### src/verilog/asfc_pkg.sv
// Package for the serial frame control and alternate status block.
// Assumes an APB slave with 32-bit data and one byte register per word.
package asfc_pkg;
  // ----------------------------------------
  // Register map
  // ----------------------------------------
  localparam logic [7:0] ASFC_IDX_LINE_EVENT_STATUS = 8'h00;
  localparam logic [7:0] ASFC_IDX_FRAME_CONTROL = 8'h02;
  localparam logic [7:0] ASFC_IDX_ALT_CONTROL_ONE = 8'h01;
  localparam logic [7:0] ASFC_IDX_ALT_CONTROL_TWO = 8'h02;
  localparam logic [7:0] ASFC_IDX_STATUS_REGISTER_TWO = 8'h05;
  localparam int ASFC_ADDR_W = 8;
  // ----------------------------------------
  // Frame control fields
  // ----------------------------------------
  localparam int ASFC_FC_LOOP = 7;
  localparam int ASFC_FC_SWAI = 6;
  localparam int ASFC_FC_RECEIVER_SOURCE = 5;
  localparam int ASFC_FC_NINE = 4;
  localparam int ASFC_FC_WAKE = 3;
  localparam int ASFC_FC_ILT = 2;
  localparam int ASFC_FC_PEN = 1;
  localparam int ASFC_FC_PODD = 0;
  // ----------------------------------------
  // Line event status fields
  // ----------------------------------------
  localparam int ASFC_ST_EDGE = 7;
  localparam int ASFC_ST_BIT_ERROR_VALUE = 2;
  localparam int ASFC_ST_BERR = 1;
  localparam int ASFC_ST_BRK = 0;
  // Alternate control one / two, status register two
  localparam int ASFC_AC1_EDGE_IE = 7;
  localparam int ASFC_AC1_BERR_IE = 1;
  localparam int ASFC_AC1_BRK_IE = 0;
  localparam int ASFC_AC2_BIT_ERROR_MODE_LO = 1;
  localparam int ASFC_AC2_BRK_EN = 0;
  localparam int ASFC_SR2_ALTERNATE_MAP_SELECT = 7;
  localparam int ASFC_SR2_RECEIVE_POLARITY = 4;
  // ----------------------------------------
  // Reset values and timing
  // ----------------------------------------
  localparam logic [7:0] ASFC_RST_BYTE = 8'h00;
  localparam logic [3:0] ASFC_TICK_EARLY = 4'h8;
  localparam logic [3:0] ASFC_TICK_LATE = 4'hC;
  localparam logic [3:0] ASFC_BREAK_BITS = 4'hA;
  localparam logic [3:0] ASFC_TICKS_PER_BIT = 4'hF;
  localparam int ASFC_DEF_TICK_DIV = 4;
  typedef enum logic [1:0] {
    ASFC_BIT_ERROR_MODE_OFF = 2'b00,
    ASFC_BIT_ERROR_MODE_T9 = 2'b01,
    ASFC_BIT_ERROR_MODE_T13 = 2'b10,
    ASFC_BIT_ERROR_MODE_RSVD = 2'b11
  } asfc_bit_error_mode_t;
endpackage : asfc_pkg

### src/verilog/asfc_line_if.sv
// Carries routed line levels and sample strobes between line monitor and top.
// Assumes both ends run on the same system clock.
interface asfc_line_if;
  logic rx_level;
  logic tx_level;
  logic polarity;
  logic brk_en;
  logic [1:0] berr_mode;
  logic nine_bits;
  logic pen;
  logic edge_evt;
  logic berr_evt;
  logic berr_val;
  logic brk_evt;
  modport mon (input rx_level, tx_level, polarity, brk_en, berr_mode, nine_bits, pen,
               output edge_evt, berr_evt, berr_val, brk_evt);
  modport top (output rx_level, tx_level, polarity, brk_en, berr_mode, nine_bits, pen,
               input edge_evt, berr_evt, berr_val, brk_evt);
endinterface : asfc_line_if

### src/verilog/asfc_top.sv
// Serial frame control and alternate status registers with line routing.
// Assumes an APB master on clk_sys_i; the serial core sits outside.
// Summary of operation
// Loop select detaches receive pin
// Software enables transmitter and receiver for loop
// Source bit: internal loop or single wire
// Stop-in-wait disables interface in wait
// Length bit selects eight or nine bits
// Wake bit: idle line or address mark
// Idle type one counts after stop
// Idle type zero counts after start
// Parity enable generates and checks parity
// Parity type: zero even, one odd
// Frame control at 0x2 when map is 0
// Alternate status at 0x0 when map is 1
// Active edge flag per polarity, write-one-clear
// Bit error value records sampled level
// Bit error flag on mismatch, write-one-clear
// Break flag when enabled, write-one-clear
// Zero writes keep flags; value bit read-only
// Map select bit in status register two
// Bit error mode picks sample tick
// Break enable gates break detection
module asfc_top import asfc_pkg::*; #(
  parameter int TICK_DIV = ASFC_DEF_TICK_DIV
) (
  // Clock and reset
  input wire logic clk_sys_i,
  input wire logic rst_b_i,
  // APB slave
  input wire logic psel_i,
  input wire logic penable_i,
  input wire logic pwrite_i,
  input wire logic [31:0] paddr_i,
  input wire logic [31:0] pwdata_i,
  input wire logic [3:0] pstrb_i,
  output logic [31:0] prdata_o,
  output logic pready_o,
  output logic pslverr_o,
  // Serial pins and core
  input wire logic rxd_i,
  input wire logic core_txd_i,
  input wire logic core_txd_oe_i,
  input wire logic wait_mode_i,
  output logic txd_o,
  output logic txd_oe_o,
  output logic core_rxd_o,
  // Format controls to the core
  output logic nine_bits_o,
  output logic wake_addr_mark_o,
  output logic idle_after_stop_o,
  output logic parity_enable_o,
  output logic parity_odd_o,
  output logic core_enable_o,
  // Interrupt requests of the status flags
  output logic bit_error_irq_o,
  output logic break_irq_o,
  output logic rx_edge_irq_o
);
  // ----------------------------------------
  // Registers
  // ----------------------------------------
  logic [7:0] frame_control_q, frame_control_d;
  logic [7:0] status_q, status_d;
  logic [7:0] alt_ctl1_q, alt_ctl1_d;
  logic [7:0] alt_ctl2_q, alt_ctl2_d;
  logic [7:0] sr2_q, sr2_d;
  logic [31:0] rdata_q, rdata_d;
  logic err_q, err_d;
  logic [2:0] rx_sync_q, rx_sync_d;
  logic rx_clean_q, rx_clean_d;
  logic wr_acc, rd_acc, alternate_map_select, hit;
  logic [7:0] idx;
  logic [7:0] wbyte;
  logic [7:0] rbyte;
  logic loop_on, rx_routed;
  asfc_line_if ln ();
  asfc_line_mon #(.TICK_DIV(TICK_DIV)) u_mon (
    .clk_sys_i(clk_sys_i),
    .rst_b_i(rst_b_i),
    .ln(ln)
  );
  // ----------------------------------------
  // Line routing
  // ----------------------------------------
  always_comb begin
    loop_on = frame_control_q[ASFC_FC_LOOP];
    rx_routed = rx_clean_q;
    if (loop_on) begin
      // Loop only meaningful with both halves enabled in the core; single wire
      // reads the transmit pin, which carries the transmitter output here
      rx_routed = core_txd_i;
    end
    rx_sync_d = {rx_sync_q[1:0], rxd_i};
    // Pin value changes only when the last two stages agree, filtering one-cycle glitches
    rx_clean_d = (rx_sync_q[2] == rx_sync_q[1]) ? rx_sync_q[2] : rx_clean_q;
  end
  // Single wire: transmit pin carries the line; internal loop keeps it idle high
  assign txd_o = (loop_on && !frame_control_q[ASFC_FC_RECEIVER_SOURCE]) ? 1'b1 : core_txd_i;
  assign txd_oe_o = core_txd_oe_i;
  assign core_rxd_o = rx_routed;
  assign core_enable_o = !(frame_control_q[ASFC_FC_SWAI] && wait_mode_i);
  assign nine_bits_o = frame_control_q[ASFC_FC_NINE];
  assign wake_addr_mark_o = frame_control_q[ASFC_FC_WAKE];
  assign idle_after_stop_o = frame_control_q[ASFC_FC_ILT];
  assign parity_enable_o = frame_control_q[ASFC_FC_PEN];
  assign parity_odd_o = frame_control_q[ASFC_FC_PODD];
  assign ln.rx_level = rx_routed;
  assign ln.tx_level = core_txd_i;
  assign ln.polarity = sr2_q[ASFC_SR2_RECEIVE_POLARITY];
  assign ln.brk_en = alt_ctl2_q[ASFC_AC2_BRK_EN];
  assign ln.berr_mode = alt_ctl2_q[ASFC_AC2_BIT_ERROR_MODE_LO+1:ASFC_AC2_BIT_ERROR_MODE_LO];
  assign ln.nine_bits = frame_control_q[ASFC_FC_NINE];
  assign ln.pen = frame_control_q[ASFC_FC_PEN];
  assign bit_error_irq_o = status_q[ASFC_ST_BERR] && alt_ctl1_q[ASFC_AC1_BERR_IE];
  assign break_irq_o = status_q[ASFC_ST_BRK] && alt_ctl1_q[ASFC_AC1_BRK_IE];
  assign rx_edge_irq_o = status_q[ASFC_ST_EDGE] && alt_ctl1_q[ASFC_AC1_EDGE_IE];
  // ----------------------------------------
  // APB access
  // ----------------------------------------
  assign pready_o = 1'b1;
  assign prdata_o = rdata_q;
  assign pslverr_o = err_q;
  always_comb begin
    alternate_map_select = sr2_q[ASFC_SR2_ALTERNATE_MAP_SELECT];
    idx = paddr_i[ASFC_ADDR_W+1:2];
    hit = (paddr_i[1:0] == 2'b00) && (paddr_i[31:ASFC_ADDR_W+2] == '0);
    wr_acc = psel_i && penable_i && pwrite_i && hit;
    rd_acc = psel_i && !penable_i && !pwrite_i;
    wbyte = pstrb_i[0] ? pwdata_i[7:0] : 8'h00;
    frame_control_d = frame_control_q;
    alt_ctl1_d = alt_ctl1_q;
    alt_ctl2_d = alt_ctl2_q;
    sr2_d = sr2_q;
    status_d = status_q;
    rbyte = 8'h00;
    err_d = err_q;
    // Writes land at the access edge, where the master samples pready high
    if (wr_acc && pstrb_i[0]) begin
      if (!alternate_map_select && idx == ASFC_IDX_FRAME_CONTROL) begin
        frame_control_d = wbyte;
      end
      if (alternate_map_select && idx == ASFC_IDX_LINE_EVENT_STATUS) begin
        status_d[ASFC_ST_EDGE] = status_q[ASFC_ST_EDGE] && !wbyte[ASFC_ST_EDGE];
        status_d[ASFC_ST_BERR] = status_q[ASFC_ST_BERR] && !wbyte[ASFC_ST_BERR];
        status_d[ASFC_ST_BRK] = status_q[ASFC_ST_BRK] && !wbyte[ASFC_ST_BRK];
      end
      if (alternate_map_select && idx == ASFC_IDX_ALT_CONTROL_ONE) begin
        alt_ctl1_d = wbyte & 8'h83;
      end
      if (alternate_map_select && idx == ASFC_IDX_ALT_CONTROL_TWO) begin
        alt_ctl2_d = wbyte & 8'h07;
      end
      if (idx == ASFC_IDX_STATUS_REGISTER_TWO) begin
        sr2_d = wbyte & 8'h90;
      end
    end
    // Hardware set wins over a same-cycle clear
    if (ln.edge_evt) begin
      status_d[ASFC_ST_EDGE] = 1'b1;
    end
    if (ln.berr_evt && !status_d[ASFC_ST_BERR]) begin
      status_d[ASFC_ST_BIT_ERROR_VALUE] = ln.berr_val;
    end
    if (ln.berr_evt) begin
      status_d[ASFC_ST_BERR] = 1'b1;
    end
    if (ln.brk_evt) begin
      status_d[ASFC_ST_BRK] = 1'b1;
    end
    if (!alternate_map_select && idx == ASFC_IDX_FRAME_CONTROL) begin
      rbyte = frame_control_q;
    end else if (alternate_map_select && idx == ASFC_IDX_LINE_EVENT_STATUS) begin
      rbyte = status_q;
    end else if (alternate_map_select && idx == ASFC_IDX_ALT_CONTROL_ONE) begin
      rbyte = alt_ctl1_q;
    end else if (alternate_map_select && idx == ASFC_IDX_ALT_CONTROL_TWO) begin
      rbyte = alt_ctl2_q;
    end else if (idx == ASFC_IDX_STATUS_REGISTER_TWO) begin
      rbyte = sr2_q;
    end
    // Bad addresses read zero so an alias never leaks a register
    rdata_d = rd_acc ? {24'h000000, hit ? rbyte : 8'h00} : rdata_q;
    if (psel_i && !penable_i) begin
      err_d = !hit;
    end
  end
  always_ff @(posedge clk_sys_i or negedge rst_b_i) begin
    if (!rst_b_i) begin
      frame_control_q <= ASFC_RST_BYTE;
      status_q <= ASFC_RST_BYTE;
      alt_ctl1_q <= ASFC_RST_BYTE;
      alt_ctl2_q <= ASFC_RST_BYTE;
      sr2_q <= ASFC_RST_BYTE;
      rdata_q <= 32'h00000000;
      err_q <= 1'b0;
      rx_sync_q <= 3'h7;
      rx_clean_q <= 1'b1;
    end else begin
      frame_control_q <= frame_control_d;
      status_q <= status_d;
      alt_ctl1_q <= alt_ctl1_d;
      alt_ctl2_q <= alt_ctl2_d;
      sr2_q <= sr2_d;
      rdata_q <= rdata_d;
      err_q <= err_d;
      rx_sync_q <= rx_sync_d;
      rx_clean_q <= rx_clean_d;
    end
  end
endmodule : asfc_top

### src/verilog/asfc_line_mon.sv
// Line monitor: active edge, bit error and break detection on the routed input.
// Assumes rx_level is already synchronised to clk_sys_i.
module asfc_line_mon import asfc_pkg::*; #(
  parameter int TICK_DIV = ASFC_DEF_TICK_DIV
) (
  // Clock and reset
  input wire logic clk_sys_i,
  input wire logic rst_b_i,
  // Line
  asfc_line_if.mon ln
);
  // Divider is eight bits wide; refuse what it cannot count
  if (TICK_DIV < 1 || TICK_DIV > 255) begin : g_bad_div
    $error("TICK_DIV out of range");
  end
  logic rx_prev_q, rx_prev_d;
  logic [7:0] div_q, div_d;
  logic [3:0] tick_q, tick_d;
  logic [3:0] low_bits_q, low_bits_d;
  logic tick_en;
  logic [3:0] stop_bits;
  always_comb begin
    tick_en = (div_q == 8'(TICK_DIV - 1));
    div_d = tick_en ? 8'h00 : div_q + 8'h01;
    tick_d = tick_en ? tick_q + 4'h1 : tick_q;
    rx_prev_d = ln.rx_level;
    // Break: a frame's worth of zeros, longer with nine bits or parity
    stop_bits = ASFC_BREAK_BITS + {3'b000, ln.nine_bits} + {3'b000, ln.pen};
    low_bits_d = low_bits_q;
    if (ln.rx_level) begin
      low_bits_d = 4'h0;
    end else if (tick_en && tick_q == ASFC_TICKS_PER_BIT && low_bits_q != 4'hF) begin
      low_bits_d = low_bits_q + 4'h1;
    end
    ln.edge_evt = (rx_prev_q != ln.rx_level) && (ln.rx_level == ln.polarity);
    ln.brk_evt = ln.brk_en && tick_en && tick_q == ASFC_TICKS_PER_BIT &&
                 (low_bits_q + 4'h1 == stop_bits);
    ln.berr_evt = tick_en && (ln.tx_level != ln.rx_level) &&
                  ((ln.berr_mode == ASFC_BIT_ERROR_MODE_T9 && tick_q == ASFC_TICK_EARLY) ||
                   (ln.berr_mode == ASFC_BIT_ERROR_MODE_T13 && tick_q == ASFC_TICK_LATE));
    ln.berr_val = ln.rx_level;
  end
  always_ff @(posedge clk_sys_i or negedge rst_b_i) begin
    if (!rst_b_i) begin
      rx_prev_q <= 1'b1;
      div_q <= 8'h00;
      tick_q <= 4'h0;
      low_bits_q <= 4'h0;
    end else begin
      rx_prev_q <= rx_prev_d;
      div_q <= div_d;
      tick_q <= tick_d;
      low_bits_q <= low_bits_d;
    end
  end
endmodule : asfc_line_mon

### config.mk
export PLATFORM = sky130hd
export DESIGN_NAME = asfc_top
export DESIGN_NICKNAME = d
export VERILOG_FILES = /design/src/verilog/asfc_pkg.sv /design/src/verilog/asfc_line_if.sv /design/src/verilog/asfc_top.sv /design/src/verilog/asfc_line_mon.sv
export SDC_FILE = /design/constraint.sdc
export NUM_CORES = 1
export LEC_CHECK = 0
export BUFFER_PORTS_ARGS = -buffer_cell sky130_fd_sc_hd__buf_2
export CAP_MARGIN = 20
export CORE_ASPECT_RATIO = 1.1
export CORE_MARGIN = 2
export CORE_UTILIZATION = 30
export DETAILED_ROUTE_END_ITERATION = 6
export GPL_ROUTABILITY_DRIVEN = 0
export GPL_TIMING_DRIVEN = 0
export PLACE_DENSITY = 0.59
export SYNTH_ARGS = -nofsm -noshare
export SYNTH_HDL_FRONTEND = slang
export SYNTH_SLANG_ARGS = --single-unit
### constraint.sdc
create_clock -name clk_sys_i -period 2.17 [get_ports clk_sys_i]
set_clock_uncertainty 0.05 [all_clocks]
set_input_delay 0.1085 -clock clk_sys_i [delete_from_list [all_inputs] [get_ports clk_sys_i]]
set_output_delay 0.1085 -clock clk_sys_i [all_outputs]
set_load 0.005 [all_outputs]
==> results of run 1 <==
[per-stage QoR]
step	total power, mW	util	instances
global route	1.88	0.397	489
finish	1.79	0.397	489
floorplan	1.05	-	289
global placement	1.13	0.371	472
CTS	1.82	0.393	486
detailed placement	1.14	0.374	473
[cell usage after synthesis, types with 3 or more instances]
cell type,n,area share
sky130_fd_sc_hd__dfstp_2,5,0.049
sky130_fd_sc_hd__nand4_1,7,0.016
sky130_fd_sc_hd__xnor2_1,10,0.032
sky130_fd_sc_hd__or4_1,4,0.011
sky130_fd_sc_hd__o31ai_1,3,0.0083
sky130_fd_sc_hd__nand3b_1,4,0.011
sky130_fd_sc_hd__ha_1,5,0.023
sky130_fd_sc_hd__nand3_1,12,0.022
sky130_fd_sc_hd__nor4_1,7,0.016
sky130_fd_sc_hd__nand2_1,27,0.037
sky130_fd_sc_hd__o21ai_0,18,0.033
sky130_fd_sc_hd__a22o_1,3,0.0097
sky130_fd_sc_hd__a21oi_1,7,0.013
sky130_fd_sc_hd__and2_1,7,0.016
sky130_fd_sc_hd__nor3_1,8,0.015
sky130_fd_sc_hd__nor2_1,6,0.0083
sky130_fd_sc_hd__nand2b_1,6,0.014
sky130_fd_sc_hd__dfrtp_1,45,0.42
sky130_fd_sc_hd__mux2_2,9,0.037
sky130_fd_sc_hd__and3_1,3,0.0069
sky130_fd_sc_hd__buf_4,26,0.072
sky130_fd_sc_hd__inv_1,9,0.012
[layer usage]
metal  up-vias  GRT usage
li1       1121          -
met3         4     0.0225
met4         0     0.0342
met1      1059      0.173
met5         -          0
met2        86      0.222
[cells by family after synthesis]
group           share of synthesized area
compound gates                      0.102
xor+xnor                           0.0356
fa+ha+maj                          0.0268
buf+inv                            0.0920
flops                               0.465
mux                                0.0523
other cells                       0.00278
simple gates                        0.223
[flip-flops by register name, summed over array words and instances, names as in the netlist, 2 cells and up]
| signal | cells |
|---|---|
| alt_ctl1_q | 3 |
| status_q | 4 |
| u_mon.tick_q | 4 |
| sr2_q | 2 |
| prdata_o | 8 |
| u_mon.low_bits_q | 4 |
| alt_ctl2_q | 3 |
| frame_control_q | 8 |
| rx_sync_q | 3 |
| u_mon.div_q | 8 |
[worst max-delay path: cells and delay by family]
family / cells / cell delay (ns)
mux: 1 / 0.29
buf+inv: 3 / 0.45
simple gates: 3 / 1.37
[layout make-up]
class / count / share of cell area
repair buffers: 78 / 0.125
plain buffers: 29 / 0.0614
clock inverters: 3 / 0.0129
flip-flops and latches: 50 / 0.359
well taps: 114 / 0.0407
inverters: 9 / 0.00964
clock buffers: 5 / 0.0196
multi-input cells: 201 / 0.372
[power by group through the flow]
stage               Clock [mW]  Combinational (mW)  Sequential [mW]
global route             0.733               0.199            0.951
global placement             0               0.166            0.967
CTS                      0.695               0.180            0.950
floorplan                    0              0.0791            0.967
detailed placement           0               0.172            0.968
finish                   0.665               0.178            0.950
[worst max path at each step]
stage                         startpoint                  end  slack (ns)  cells past startpoint
after global routing          paddr_i[5]   frame_control_q[6]        0.01                      7
after detailed placement      paddr_i[5]   frame_control_q[5]       -0.23                      7
final                         paddr_i[5]   frame_control_q[5]        0.08                      7
after CTS                 u_mon.div_q[4]  u_mon.low_bits_q[3]        0.04                      4
after global placement        paddr_i[5]   frame_control_q[6]       -0.23                      7
after floorplan           u_mon.div_q[5]          status_q[2]        0.04                      5
[what timing repair did]
item / in CTS / in global routing
resized for setup: 2 / 1
buffers inserted: 0 / 3
hold buffers: 5 / 0
pin swaps: 1 / 1
endpoints found under the setup margin: 1 / 3
endpoints found under the hold margin: 22 / 0
==> results.md, run 1 <==
| Quantity | This run |
|---|---|
| Global-route wire length before repair | 10200 um |
| Post-route antenna net violation count | 0 |
| DIE HEIGHT | 104 um |
| Leak | 1.67 nW |
| Io pins | 123 |
| Number of vias per cell after detailed routing | 4.64 |
| Worst slew margin relative to its limit | 0.636 |
| Most frequent standard cell in the layout excluding fill and tap cells | sky130_fd_sc_hd__buf_2 |
| Tot GR Track Use | 0.131 |
| Clock buffer count from CTS | 5 |
| Number of unique standard cell types used by synthesis | 49 |
| Crit path required time | 2.31 ns |
| Post-detailed-placement cell area | 3300 um2 |
| Count of flip-flops with a built-in enable after synthesis | 0 |
| Width of the chip | 94.5 um |
| Setup TNS Final | 0 ns |
| Synth Flop Type | sky130_fd_sc_hd__dfrtp_1 |
| Layout filler cell count | 917 |
| H-tree Lvls | 2 |
| Uppermost layer routed | met4 |
| Cells after synthesis | 266 |
| Starting density of the core | 0.306 |
| Largest net degree at the start of global routing | 29 |
| Clock transition at the registers of the reported paths | 0.10 ns |
| WHS Path Cells | 3 |
| Cell-by-cell listing of the critical path | buf_2, or4_1, buf_2, nor4_4, or4b_4, buf_6, mux2_4 |
| Critical register-to-register path endpoint | status_q[2] |
| Core outline area | 8830 um2 |
| Crit-path most repeated cell | sky130_fd_sc_hd__buf_2 |
| Post-Layout Inst Area | 3500 um2 |
| Run status | complete, no violations |
| Iteration-0 DRC Markers | 108 |
| Combinational group share of total power | 0.099 |
| Worst Tran Pin Value | 0.546 ns |
| Leading cell types in the layout, fill and taps excluded | sky130_fd_sc_hd__buf_2 (70), sky130_fd_sc_hd__dfrtp_1 (45), sky130_fd_sc_hd__buf_4 (29), sky130_fd_sc_hd__nand2_1 (27), sky130_fd_sc_hd__conb_1 (25) |
| Number of buffers inserted by port buffering | 69 |
| Number of flip-flops and latches in the synthesized netlist | 50 |
| Top fanout value on the critical path | 10 |
| Cell internal power dissipation | 1.38 mW |
| Share of post-route cells with drive strength above 1 | 0.355 |
| Number of max-cap violations | 0 |
| Grt ovf | 0 |
| Final critical delay including setup and external delays | 2.09 ns |
| Fraction of power consumed by the clock network | 0.371 |
| Post-synthesis cell area | 2710 um2 |
| Master cell of the clock root buffer | sky130_fd_sc_hd__clkbuf_8 |
| Worst Hold Class | input port to flip-flop |
| Total area of sequential cells | 1260 um2 |
| Fraction of registers with async set or reset after synthesis | 1.00 |
| Power density relative to cell area | 511 nW/um2 |
| Post-route worst hold slack | 0.0297 ns |
| Worst Setup Slack, final | 0.0784 ns |
| Hold Crit Endpoint | frame_control_q[2] |
| Number of global-route vias before repair | 2072 |
| Total area of multi-input combinational cells | 1300 um2 |
| Site Rows | 36 |
| Max clock buf depth | 2 |
| Final period utilization | 0.964 |
| Total wirelength of the detailed-routed design | 6480 um |
| Clk sink count | 50 |
| Via count | 2270 |
| Hold Vio Cnt, Final | 0 |
| Switch Pwr | 0.414 mW |
| Post-Route M1 WL | 2790 um |
| Pre-CTS worst setup slack | -0.233 ns |
| Wirelength per Cell | 13.2 um |
| Data arrival, critical path | 2.23 ns |
| Layout-stage area growth over the synthesis result | 29.6% |
| Final nets | 456 |
| Switching Share | 0.231 |
| Area enclosed by the die boundary | 9790 um2 |
| Syn. warnings | 0 |
| Setup-failing EPs final | 0 |
| N_diodes | 0 |
| Peak ir drop on the vdd network | 0.292 mV |
| R2R setup slack | 0.13 ns |
| DRC Markers | 0 |
| Detailed-placement wirelength estimate | 4990 um |
| Avg Synthesized Cell Area | 10.2 um2 |
| Kind of critical path | input port to flip-flop |
| Clock tree from TritonCTS | built |
| Unrepaired setup endpoints after global routing | false |
| Final-report max-slew violation count | 0 |
| CP peak stage delay | 0.55 ns |
| Number of antenna violations at the first check in global routing | 0 |
| Slowest stage cell on the critical path | sky130_fd_sc_hd__or4b_4 |
| Sum of met2 wire segment lengths after detailed routing | 3210 um |
| Sort of element at the end of the critical path | flip-flop |
| Proportion of power drawn by flip-flops and latches | 0.530 |
| Sequential-to-total area share from yosys stat | 0.465 |
| Routed length on met3 | 427 um |
| Critical Path Start Type | input port |
| Hold Crit Start | pwdata_i[2] |
| Beginning of the worst register-to-register path | u_mon.div_q[4] |
| R2r worst-path depth | 5 |
| Later-pin clock latency in the skew report | 0.31 ns |
| Maximum achievable frequency | 0.478 GHz |
| Initial DRT Pass Iterations | 5 |
(Power assumes the default switching activity.)
==> run 2: changes to the inputs <==
Settings changed: PLACE_DENSITY 0.59 to 0.57.
Clock period 2.17 ns to 2.65 ns, I/O delays scaled along.
==> run 2 against run 1 <==
Compared with the run above: die area unchanged; clock power down 29%; via count up 0.40%; wire length down 1.2%.
==> results.md, run 2 (synthesized netlist as in run 1, its figures left out) <==
| Quantity | This run | Change |
|---|---|---|
| Post-Layout Inst Area | 3440 um2 | -1.7% |
| Peak ir drop on the vdd network | 0.214 mV | -27% |
| Io pins | 123 | unchanged |
| Layout-stage area growth over the synthesis result | 27.3% |  |
| Number of global-route vias before repair | 2100 | +1.4% |
| Kind of critical path | flip-flop to flip-flop |  |
| Clock tree from TritonCTS | built |  |
| Max clock buf depth | 2 | unchanged |
| Number of buffer and inverter stages on the critical path | 0 | -3 |
| Data arrival, critical path | 2.56 ns | +0.33 ns |
| Tot GR Track Use | 0.133 | +0.00161 |
| Uppermost layer routed | met4 |  |
| Width of the chip | 94.5 um | unchanged |
| R2R setup slack | 0.25 ns | +0.12 ns |
| Starting density of the core | 0.306 | unchanged |
| Leak | 1.65 nW | -0.90% |
| Cell-by-cell listing of the critical path | or4_1, nor3_2, nand3_1, a21oi_1, mux2_2 |  |
| Setup-failing EPs final | 0 | unchanged |
| Hold Crit Start | pwdata_i[4] |  |
| WHS Path Cells | 3 | unchanged |
| N_diodes | 0 | unchanged |
| Power density relative to cell area | 405 nW/um2 | -21% |
| Via count | 2279 | +0.40% |
| Detailed-placement wirelength estimate | 4940 um | -1.0% |
| Routed length on met3 | 402 um | -5.9% |
| Number of vias per cell after detailed routing | 4.69 | +1.0% |
| Area enclosed by the die boundary | 9790 um2 | unchanged |
| Slowest stage cell on the critical path | sky130_fd_sc_hd__or4_1 |  |
| H-tree Lvls | 2 | unchanged |
| Initial DRT Pass Iterations | 4 | -1 |
| R2r worst-path depth | 5 | unchanged |
| Later-pin clock latency in the skew report | 0.31 ns | about the same |
| Sort of element at the end of the critical path | flip-flop |  |
| CP peak stage delay | 0.60 ns | +0.05 ns |
| Number of antenna violations at the first check in global routing | 0 | unchanged |
| Number of buffers inserted by port buffering | 69 | unchanged |
| Run status | complete, no violations |  |
| Beginning of the worst register-to-register path | u_mon.div_q[4] |  |
| Final critical delay including setup and external delays | 2.40 ns |  |
| Final-report max-slew violation count | 0 | unchanged |
| Total area of sequential cells | 1260 um2 | unchanged |
| Iteration-0 DRC Markers | 133 | +23% |
| Master cell of the clock root buffer | sky130_fd_sc_hd__clkbuf_8 |  |
| Layout filler cell count | 898 | -2.1% |
| Top fanout value on the critical path | 9 | -1 |
| Post-route antenna net violation count | 0 | unchanged |
| Total area of multi-input combinational cells | 1280 um2 | -1.4% |
| Critical register-to-register path endpoint | status_q[2] |  |
| Worst Tran Pin Value | 0.582 ns | +0.0354 ns |
| Wirelength per Cell | 13.2 um | -0.63% |
| Grt ovf | 0 | unchanged |
| Worst Hold Class | input port to flip-flop |  |
| Site Rows | 36 | unchanged |
| Global-route wire length before repair | 10200 um | +0.61% |
| DIE HEIGHT | 104 um | unchanged |
| Total wirelength of the detailed-routed design | 6400 um | -1.2% |
| Most frequent standard cell in the layout excluding fill and tap cells | sky130_fd_sc_hd__buf_2 |  |
| Final period utilization | 0.905 |  |
| Setup TNS Final | 0 ns | unchanged |
| Sum of met2 wire segment lengths after detailed routing | 3280 um | +2.1% |
| Clk sink count | 50 | unchanged |
| Crit path required time | 2.81 ns | +0.50 ns |
| Final nets | 453 | -0.66% |
| Leading cell types in the layout, fill and taps excluded | sky130_fd_sc_hd__buf_2 (70), sky130_fd_sc_hd__dfrtp_1 (45), sky130_fd_sc_hd__nand2_1 (27), sky130_fd_sc_hd__buf_4 (26), sky130_fd_sc_hd__conb_1 (25) |  |
| DRC Markers | 0 | unchanged |
| Worst slew margin relative to its limit | 0.610 | -0.0257 |
| Share of post-route cells with drive strength above 1 | 0.347 | -0.00789 |
| Number of max-cap violations | 0 | unchanged |
| Post-Route M1 WL | 2660 um | -4.7% |
| Largest net degree at the start of global routing | 36 | +24% |
| Top delay family on crit path | simple AND/OR/NAND/NOR gates |  |
| Maximum achievable frequency | 0.417 GHz |  |
| Clock transition at the registers of the reported paths | 0.11 ns | about the same |
| Hold Crit Endpoint | sr2_q[4] |  |
| Clock buffer count from CTS | 5 | unchanged |
| Unrepaired setup endpoints after global routing | false |  |
| Hold Vio Cnt, Final | 0 | unchanged |
| Critical Path Start Type | flip-flop |  |
| Core outline area | 8830 um2 | unchanged |
| Post-detailed-placement cell area | 3300 um2 | unchanged |
-- run 2: final cells by class --
type / instances / area share
Tap cell: 114 / 0.0414
Buffer: 29 / 0.0625
Multi-Input combinational cell: 201 / 0.373
Timing Repair Buffer: 75 / 0.121
Inverter: 9 / 0.00981
Clock inverter: 3 / 0.00727
Clock buffer: 5 / 0.0200
Sequential cell: 50 / 0.365
-- run 2: metal layers --
metal / up-vias / GRT usage
met5: - / 0
met4: 0 / 0.0311
met3: 5 / 0.0255
met2: 79 / 0.235
met1: 1078 / 0.166
li1: 1117 / -
-- run 2: what timing repair did --
item,4_1_cts,5_1_grt
buffers inserted,0,0
resized for setup,0,0
hold buffers,5,0
endpoints found under the hold margin,19,0
-- run 2: worst min-delay path: stages --
cell and delay [ns]:
sky130_fd_sc_hd__buf_2 0.10, sky130_fd_sc_hd__nand2_1 0.08, sky130_fd_sc_hd__mux2i_1 0.07
-- run 2: how the worst max path moves through the flow --
stage | startpoint | end | slack, ns | cells after the start
CTS | u_mon.div_q[4] | status_q[2] | 0.24 | 5
global placement | paddr_i[5] | frame_control_q[6] | 0.21 | 7
detailed placement | paddr_i[5] | frame_control_q[6] | 0.22 | 7
floorplan | paddr_i[5] | frame_control_q[5] | 0.50 | 6
finish | u_mon.div_q[4] | status_q[2] | 0.25 | 5
global route | u_mon.div_q[4] | status_q[2] | 0.12 | 5
-- run 2: power breakdown --
part / switching [mW] / total (mW) / internal (mW)
Sequential: 0.00356 / 0.777 / 0.774
Clock: 0.281 / 0.473 / 0.191
Combinational: 0.0697 / 0.144 / 0.0744
-- run 2: stage by stage --
step	utilization	instances	power, mW	hold WS [ns]	setup WS (ns)
after floorplan	-	289	0.857	-0.213	0.498
after global placement	0.371	472	0.927	0.188	0.213
after detailed placement	0.374	473	0.932	0.0321	0.224
after CTS	0.390	486	1.41	0.0465	0.240
after global routing	0.390	486	1.46	0.0665	0.122
final	0.390	486	1.39	0.0474	0.251
==> run 3: changes to the inputs <==
Settings changed: SYNTH_HIERARCHICAL set to 1.
==> run 3 against run 2 <==
Compared with the run above: register-to-register slack got worse by 0.09 ns; utilization decreased by 0.18 points; highest routed layer unchanged; die area increased by 4.9%; via count decreased by 2.0%; final cell count decreased by 1.0%; critical path depth increased by 2; global-route usage decreased by 0.73 points; wire length decreased by 0.58%.
==> results.md, run 3 <==
| Quantity | This run | Change |
|---|---|---|
| Run status | complete, no violations |  |
| Wirelength per Cell | 13.2 um | +0.46% |
| Setup-failing EPs final | 0 | unchanged |
| Core outline area | 9310 um2 | +5.4% |
| Worst slew margin relative to its limit | 0.420 | -0.190 |
| Fraction of power consumed by the clock network | 0.345 | +0.006 |
| Fraction of registers with async set or reset after synthesis | 1.00 | unchanged |
| Synth Flop Type | sky130_fd_sc_hd__dfrtp_1 |  |
| Layout filler cell count | 953 | +6.1% |
| Power density relative to cell area | 391 nW/um2 | -3.5% |
| Beginning of the worst register-to-register path | frame_control_q[7] |  |
| Overall power consumption | 1.41 mW | +1.2% |
| Proportion of power drawn by flip-flops and latches | 0.549 | -0.009 |
| WHS Path Cells | 3 | unchanged |
| Share of post-route cells with drive strength above 1 | 0.404 | +0.0571 |
| Post-CTS setup buffers | 0 | unchanged |
| DRC Markers | 0 | unchanged |
| Number of max-cap violations | 0 | unchanged |
| Total wirelength of the detailed-routed design | 6360 um | -0.58% |
| Clock transition at the registers of the reported paths | 0.11 ns | about the same |
| Share of Yosys cell area claimed by the top area cell type | 0.396 | -0.0203 |
| Clk sink count | 50 | unchanged |
| Worst Tran Pin Value | 0.862 ns | +0.280 ns |
| Post-synth top cells | sky130_fd_sc_hd__dfrtp_1 (45), sky130_fd_sc_hd__buf_4 (28), sky130_fd_sc_hd__mux2_2 (18) |  |
| Max clock buf depth | 2 | unchanged |
| Leading cell types in the layout, fill and taps excluded | sky130_fd_sc_hd__buf_2 (70), sky130_fd_sc_hd__dfrtp_1 (45), sky130_fd_sc_hd__buf_4 (28), sky130_fd_sc_hd__conb_1 (25), sky130_fd_sc_hd__mux2_2 (18) |  |
| Worst Setup Slack, final | 0.165 ns | -0.0857 ns |
| Iteration-0 DRC Markers | 35 | -74% |
| Placed cell count | 469 | -0.85% |
| Post-synthesis cell area | 2840 um2 | +5.1% |
| Total area of sequential cells | 1260 um2 | unchanged |
| Final critical delay including setup and external delays | 2.48 ns | +0.0857 ns |
| Area contributors post-synth | sky130_fd_sc_hd__dfrtp_1 (40%), sky130_fd_sc_hd__buf_4 (7.4%), sky130_fd_sc_hd__mux2_2 (7.1%) |  |
| Pre-CTS worst setup slack | -0.236 ns | -0.461 ns |
| Via count | 2233 | -2.0% |
| Cell-by-cell listing of the critical path | mux2_2, xor2_1, nand3_1, a211oi_2, nand2_1, or4_2, a32o_1 |  |
| Detailed-placement wirelength estimate | 5000 um | +1.2% |
| Number of buffer and inverter stages on the critical path | 0 | unchanged |
| Maximum achievable frequency | 0.402 GHz | -3.4% |
| Clock tree from TritonCTS | built |  |
| Top delay family on crit path | simple AND/OR/NAND/NOR gates |  |
| Data arrival, critical path | 2.63 ns | +0.07 ns |
| Area enclosed by the die boundary | 10300 um2 | +4.9% |
| Avg Synthesized Cell Area | 10.9 um2 | +7.6% |
| R2r worst-path depth | 7 | +2 |
| DIE HEIGHT | 106 um | +2.4% |
| Largest net degree at the start of global routing | 28 | -22% |
| Top fanout value on the critical path | 14 | +5 |
| Leak | 1.77 nW | +7.4% |
| Final-report max-slew violation count | 0 | unchanged |
| CP peak stage delay | 0.54 ns | -0.06 ns |
| Syn. warnings | 6 | +6 |
| Switch Pwr | 0.365 mW | +2.9% |
| Hold Crit Endpoint | sr2_q[7] |  |
| Number of global-route vias before repair | 2193 | +4.4% |
| Number of flip-flops and latches in the synthesized netlist | 50 | unchanged |
| Number of antenna violations at the first check in global routing | 0 | unchanged |
| Most repeated cell in the gate-level netlist after synthesis | sky130_fd_sc_hd__dfrtp_1 |  |
| Number of vias per cell after detailed routing | 4.64 | -1.0% |
| Io pins | 123 | unchanged |
| Later-pin clock latency in the skew report | 0.32 ns | about the same |
| Number of buffers inserted by port buffering | 68 | -1.4% |
| Critical Path Start Type | flip-flop |  |
| Most frequent standard cell in the layout excluding fill and tap cells | sky130_fd_sc_hd__buf_2 |  |
| Width of the chip | 96.8 um | +2.4% |
| Cell internal power dissipation | 1.05 mW | +0.67% |
| Final period utilization | 0.938 | +0.0323 |
| Site Rows | 37 | +2.8% |
| Unrepaired setup endpoints after global routing | false |  |
| R2R setup slack | 0.17 ns | -0.09 ns |
| Post-route antenna net violation count | 0 | unchanged |
| Number of unique standard cell types used by synthesis | 53 | +8.2% |
| N_diodes | 0 | unchanged |
| Hold Crit Start | pwdata_i[7] |  |
| Initial DRT Pass Iterations | 4 | unchanged |
| Peak ir drop on the vdd network | 0.198 mV | -7.6% |
| Total area of multi-input combinational cells | 1440 um2 | +12% |
| Hold Vio Cnt, Final | 0 | unchanged |
| Cells after synthesis | 260 | -2.3% |
| H-tree Lvls | 2 | unchanged |
| Crit path required time | 2.80 ns | about the same |
| Post-route worst hold slack | 0.0438 ns | -0.00358 ns |
| Master cell of the clock root buffer | sky130_fd_sc_hd__clkbuf_8 |  |
| Worst Hold Class | input port to flip-flop |  |
| Grt ovf | 0 | unchanged |
| Starting density of the core | 0.306 | -0.000772 |
| Clock buffer count from CTS | 5 | unchanged |
| Combinational group share of total power | 0.106 | +0.003 |
| Switching Share | 0.259 | +0.00411 |
| Count of flip-flops with a built-in enable after synthesis | 0 | unchanged |
| Global-route wire length before repair | 10600 um | +3.3% |
| Tot GR Track Use | 0.126 | -0.00726 |
| Sort of element at the end of the critical path | flip-flop |  |
| Kind of critical path | flip-flop to flip-flop |  |
| Layout-stage area growth over the synthesis result | 27.0% |  |
| Sequential-to-total area share from yosys stat | 0.442 | -0.0227 |
| Post-synth top area cell | sky130_fd_sc_hd__dfrtp_1 |  |
| Slowest stage cell on the critical path | sky130_fd_sc_hd__or4_2 |  |
| Final nets | 445 | -1.8% |
| Critical register-to-register path endpoint | status_q[2] |  |
| Final instance count without filler cells | 481 | -1.0% |
-- run 3: timing repair --
item | in CTS | in global routing
gates resized for setup | 3 | 2
pin swaps | 1 | 0
setup endpoints to repair | 1 | 1
hold buffers | 5 | 0
endpoints found under the hold margin | 25 | 0
gates cloned | 0 | 0
-- run 3: worst max-delay path by stage --
stage,start,endpoint,slack [ns],depth (start not counted)
floorplan,u_mon/div_q[0],status_q[2],0.17,7
global placement,u_mon/div_q[3],status_q[2],-0.29,6
detailed placement,u_mon/div_q[7],status_q[2],-0.24,6
CTS,u_mon/div_q[7],status_q[2],0.10,6
global route,frame_control_q[7],status_q[2],0.03,7
finish,frame_control_q[7],status_q[2],0.17,7
-- run 3: power by group through the flow --
| stage | Combinational (mW) | Sequential [mW] | Clock (mW) |
|---|---|---|---|
| 6_report | 0.150 | 0.774 | 0.487 |
| 5_1_grt | 0.168 | 0.775 | 0.532 |
| 4_1_cts | 0.153 | 0.774 | 0.505 |
| 3_5_place_dp | 0.148 | 0.789 | 0 |
| 3_3_place_gp | 0.142 | 0.789 | 0 |
| 2_1_floorplan | 0.0733 | 0.789 | 0 |
-- run 3: metal layers --
metal	up-vias	GRT usage	routed length, um
met3	7	0.0329	424
met1	1038	0.149	2670
met4	0	0.0423	91
li1	1096	-	-
met2	92	0.222	3170
met5	-	0	0
-- run 3: layout make-up --
cell class | count | share of cell area
clock inverter | 3 | 0.00797
tap | 117 | 0.0405
inverter | 9 | 0.00935
buffer | 31 | 0.0620
timing repair buffer | 74 | 0.114
multi-input combinational | 192 | 0.399
clock buffer | 5 | 0.0191
sequential | 50 | 0.348
-- run 3: stage by stage --
| stage | TNS, ns | cell area [um2] | util |
|---|---|---|---|
| 2_1_floorplan | 0 | 2930 | - |
| 6_report | 0 | 3610 | 0.388 |
| 3_5_place_dp | -0.236 | 3440 | 0.369 |
| 4_1_cts | 0 | 3600 | 0.387 |
| 3_3_place_gp | -0.289 | 3420 | 0.367 |
| 5_1_grt | 0 | 3610 | 0.388 |
-- run 3: kinds of logic after synthesis --
family,count (synthesis),share of synthesized area
buffers and inverters,41,0.0919
xor gates and xnor gates,13,0.0400
adders and majority gates,6,0.0255
DFF,50,0.442
other,2,0.00264
muxes,27,0.104
and+or+nand+nor,93,0.220
AOI/OAI and AO/OA,28,0.0744
-- run 3: worst reg2reg max path, cell delays in order (launching register included) --
cell and delay [ns]:
sky130_fd_sc_hd__dfrtp_1 0.44, sky130_fd_sc_hd__mux2_2 0.47, sky130_fd_sc_hd__xor2_1 0.22, sky130_fd_sc_hd__nand3_1 0.11
sky130_fd_sc_hd__a211oi_2 0.24, sky130_fd_sc_hd__nand2_1 0.08, sky130_fd_sc_hd__or4_2 0.54, sky130_fd_sc_hd__a32o_1 0.21
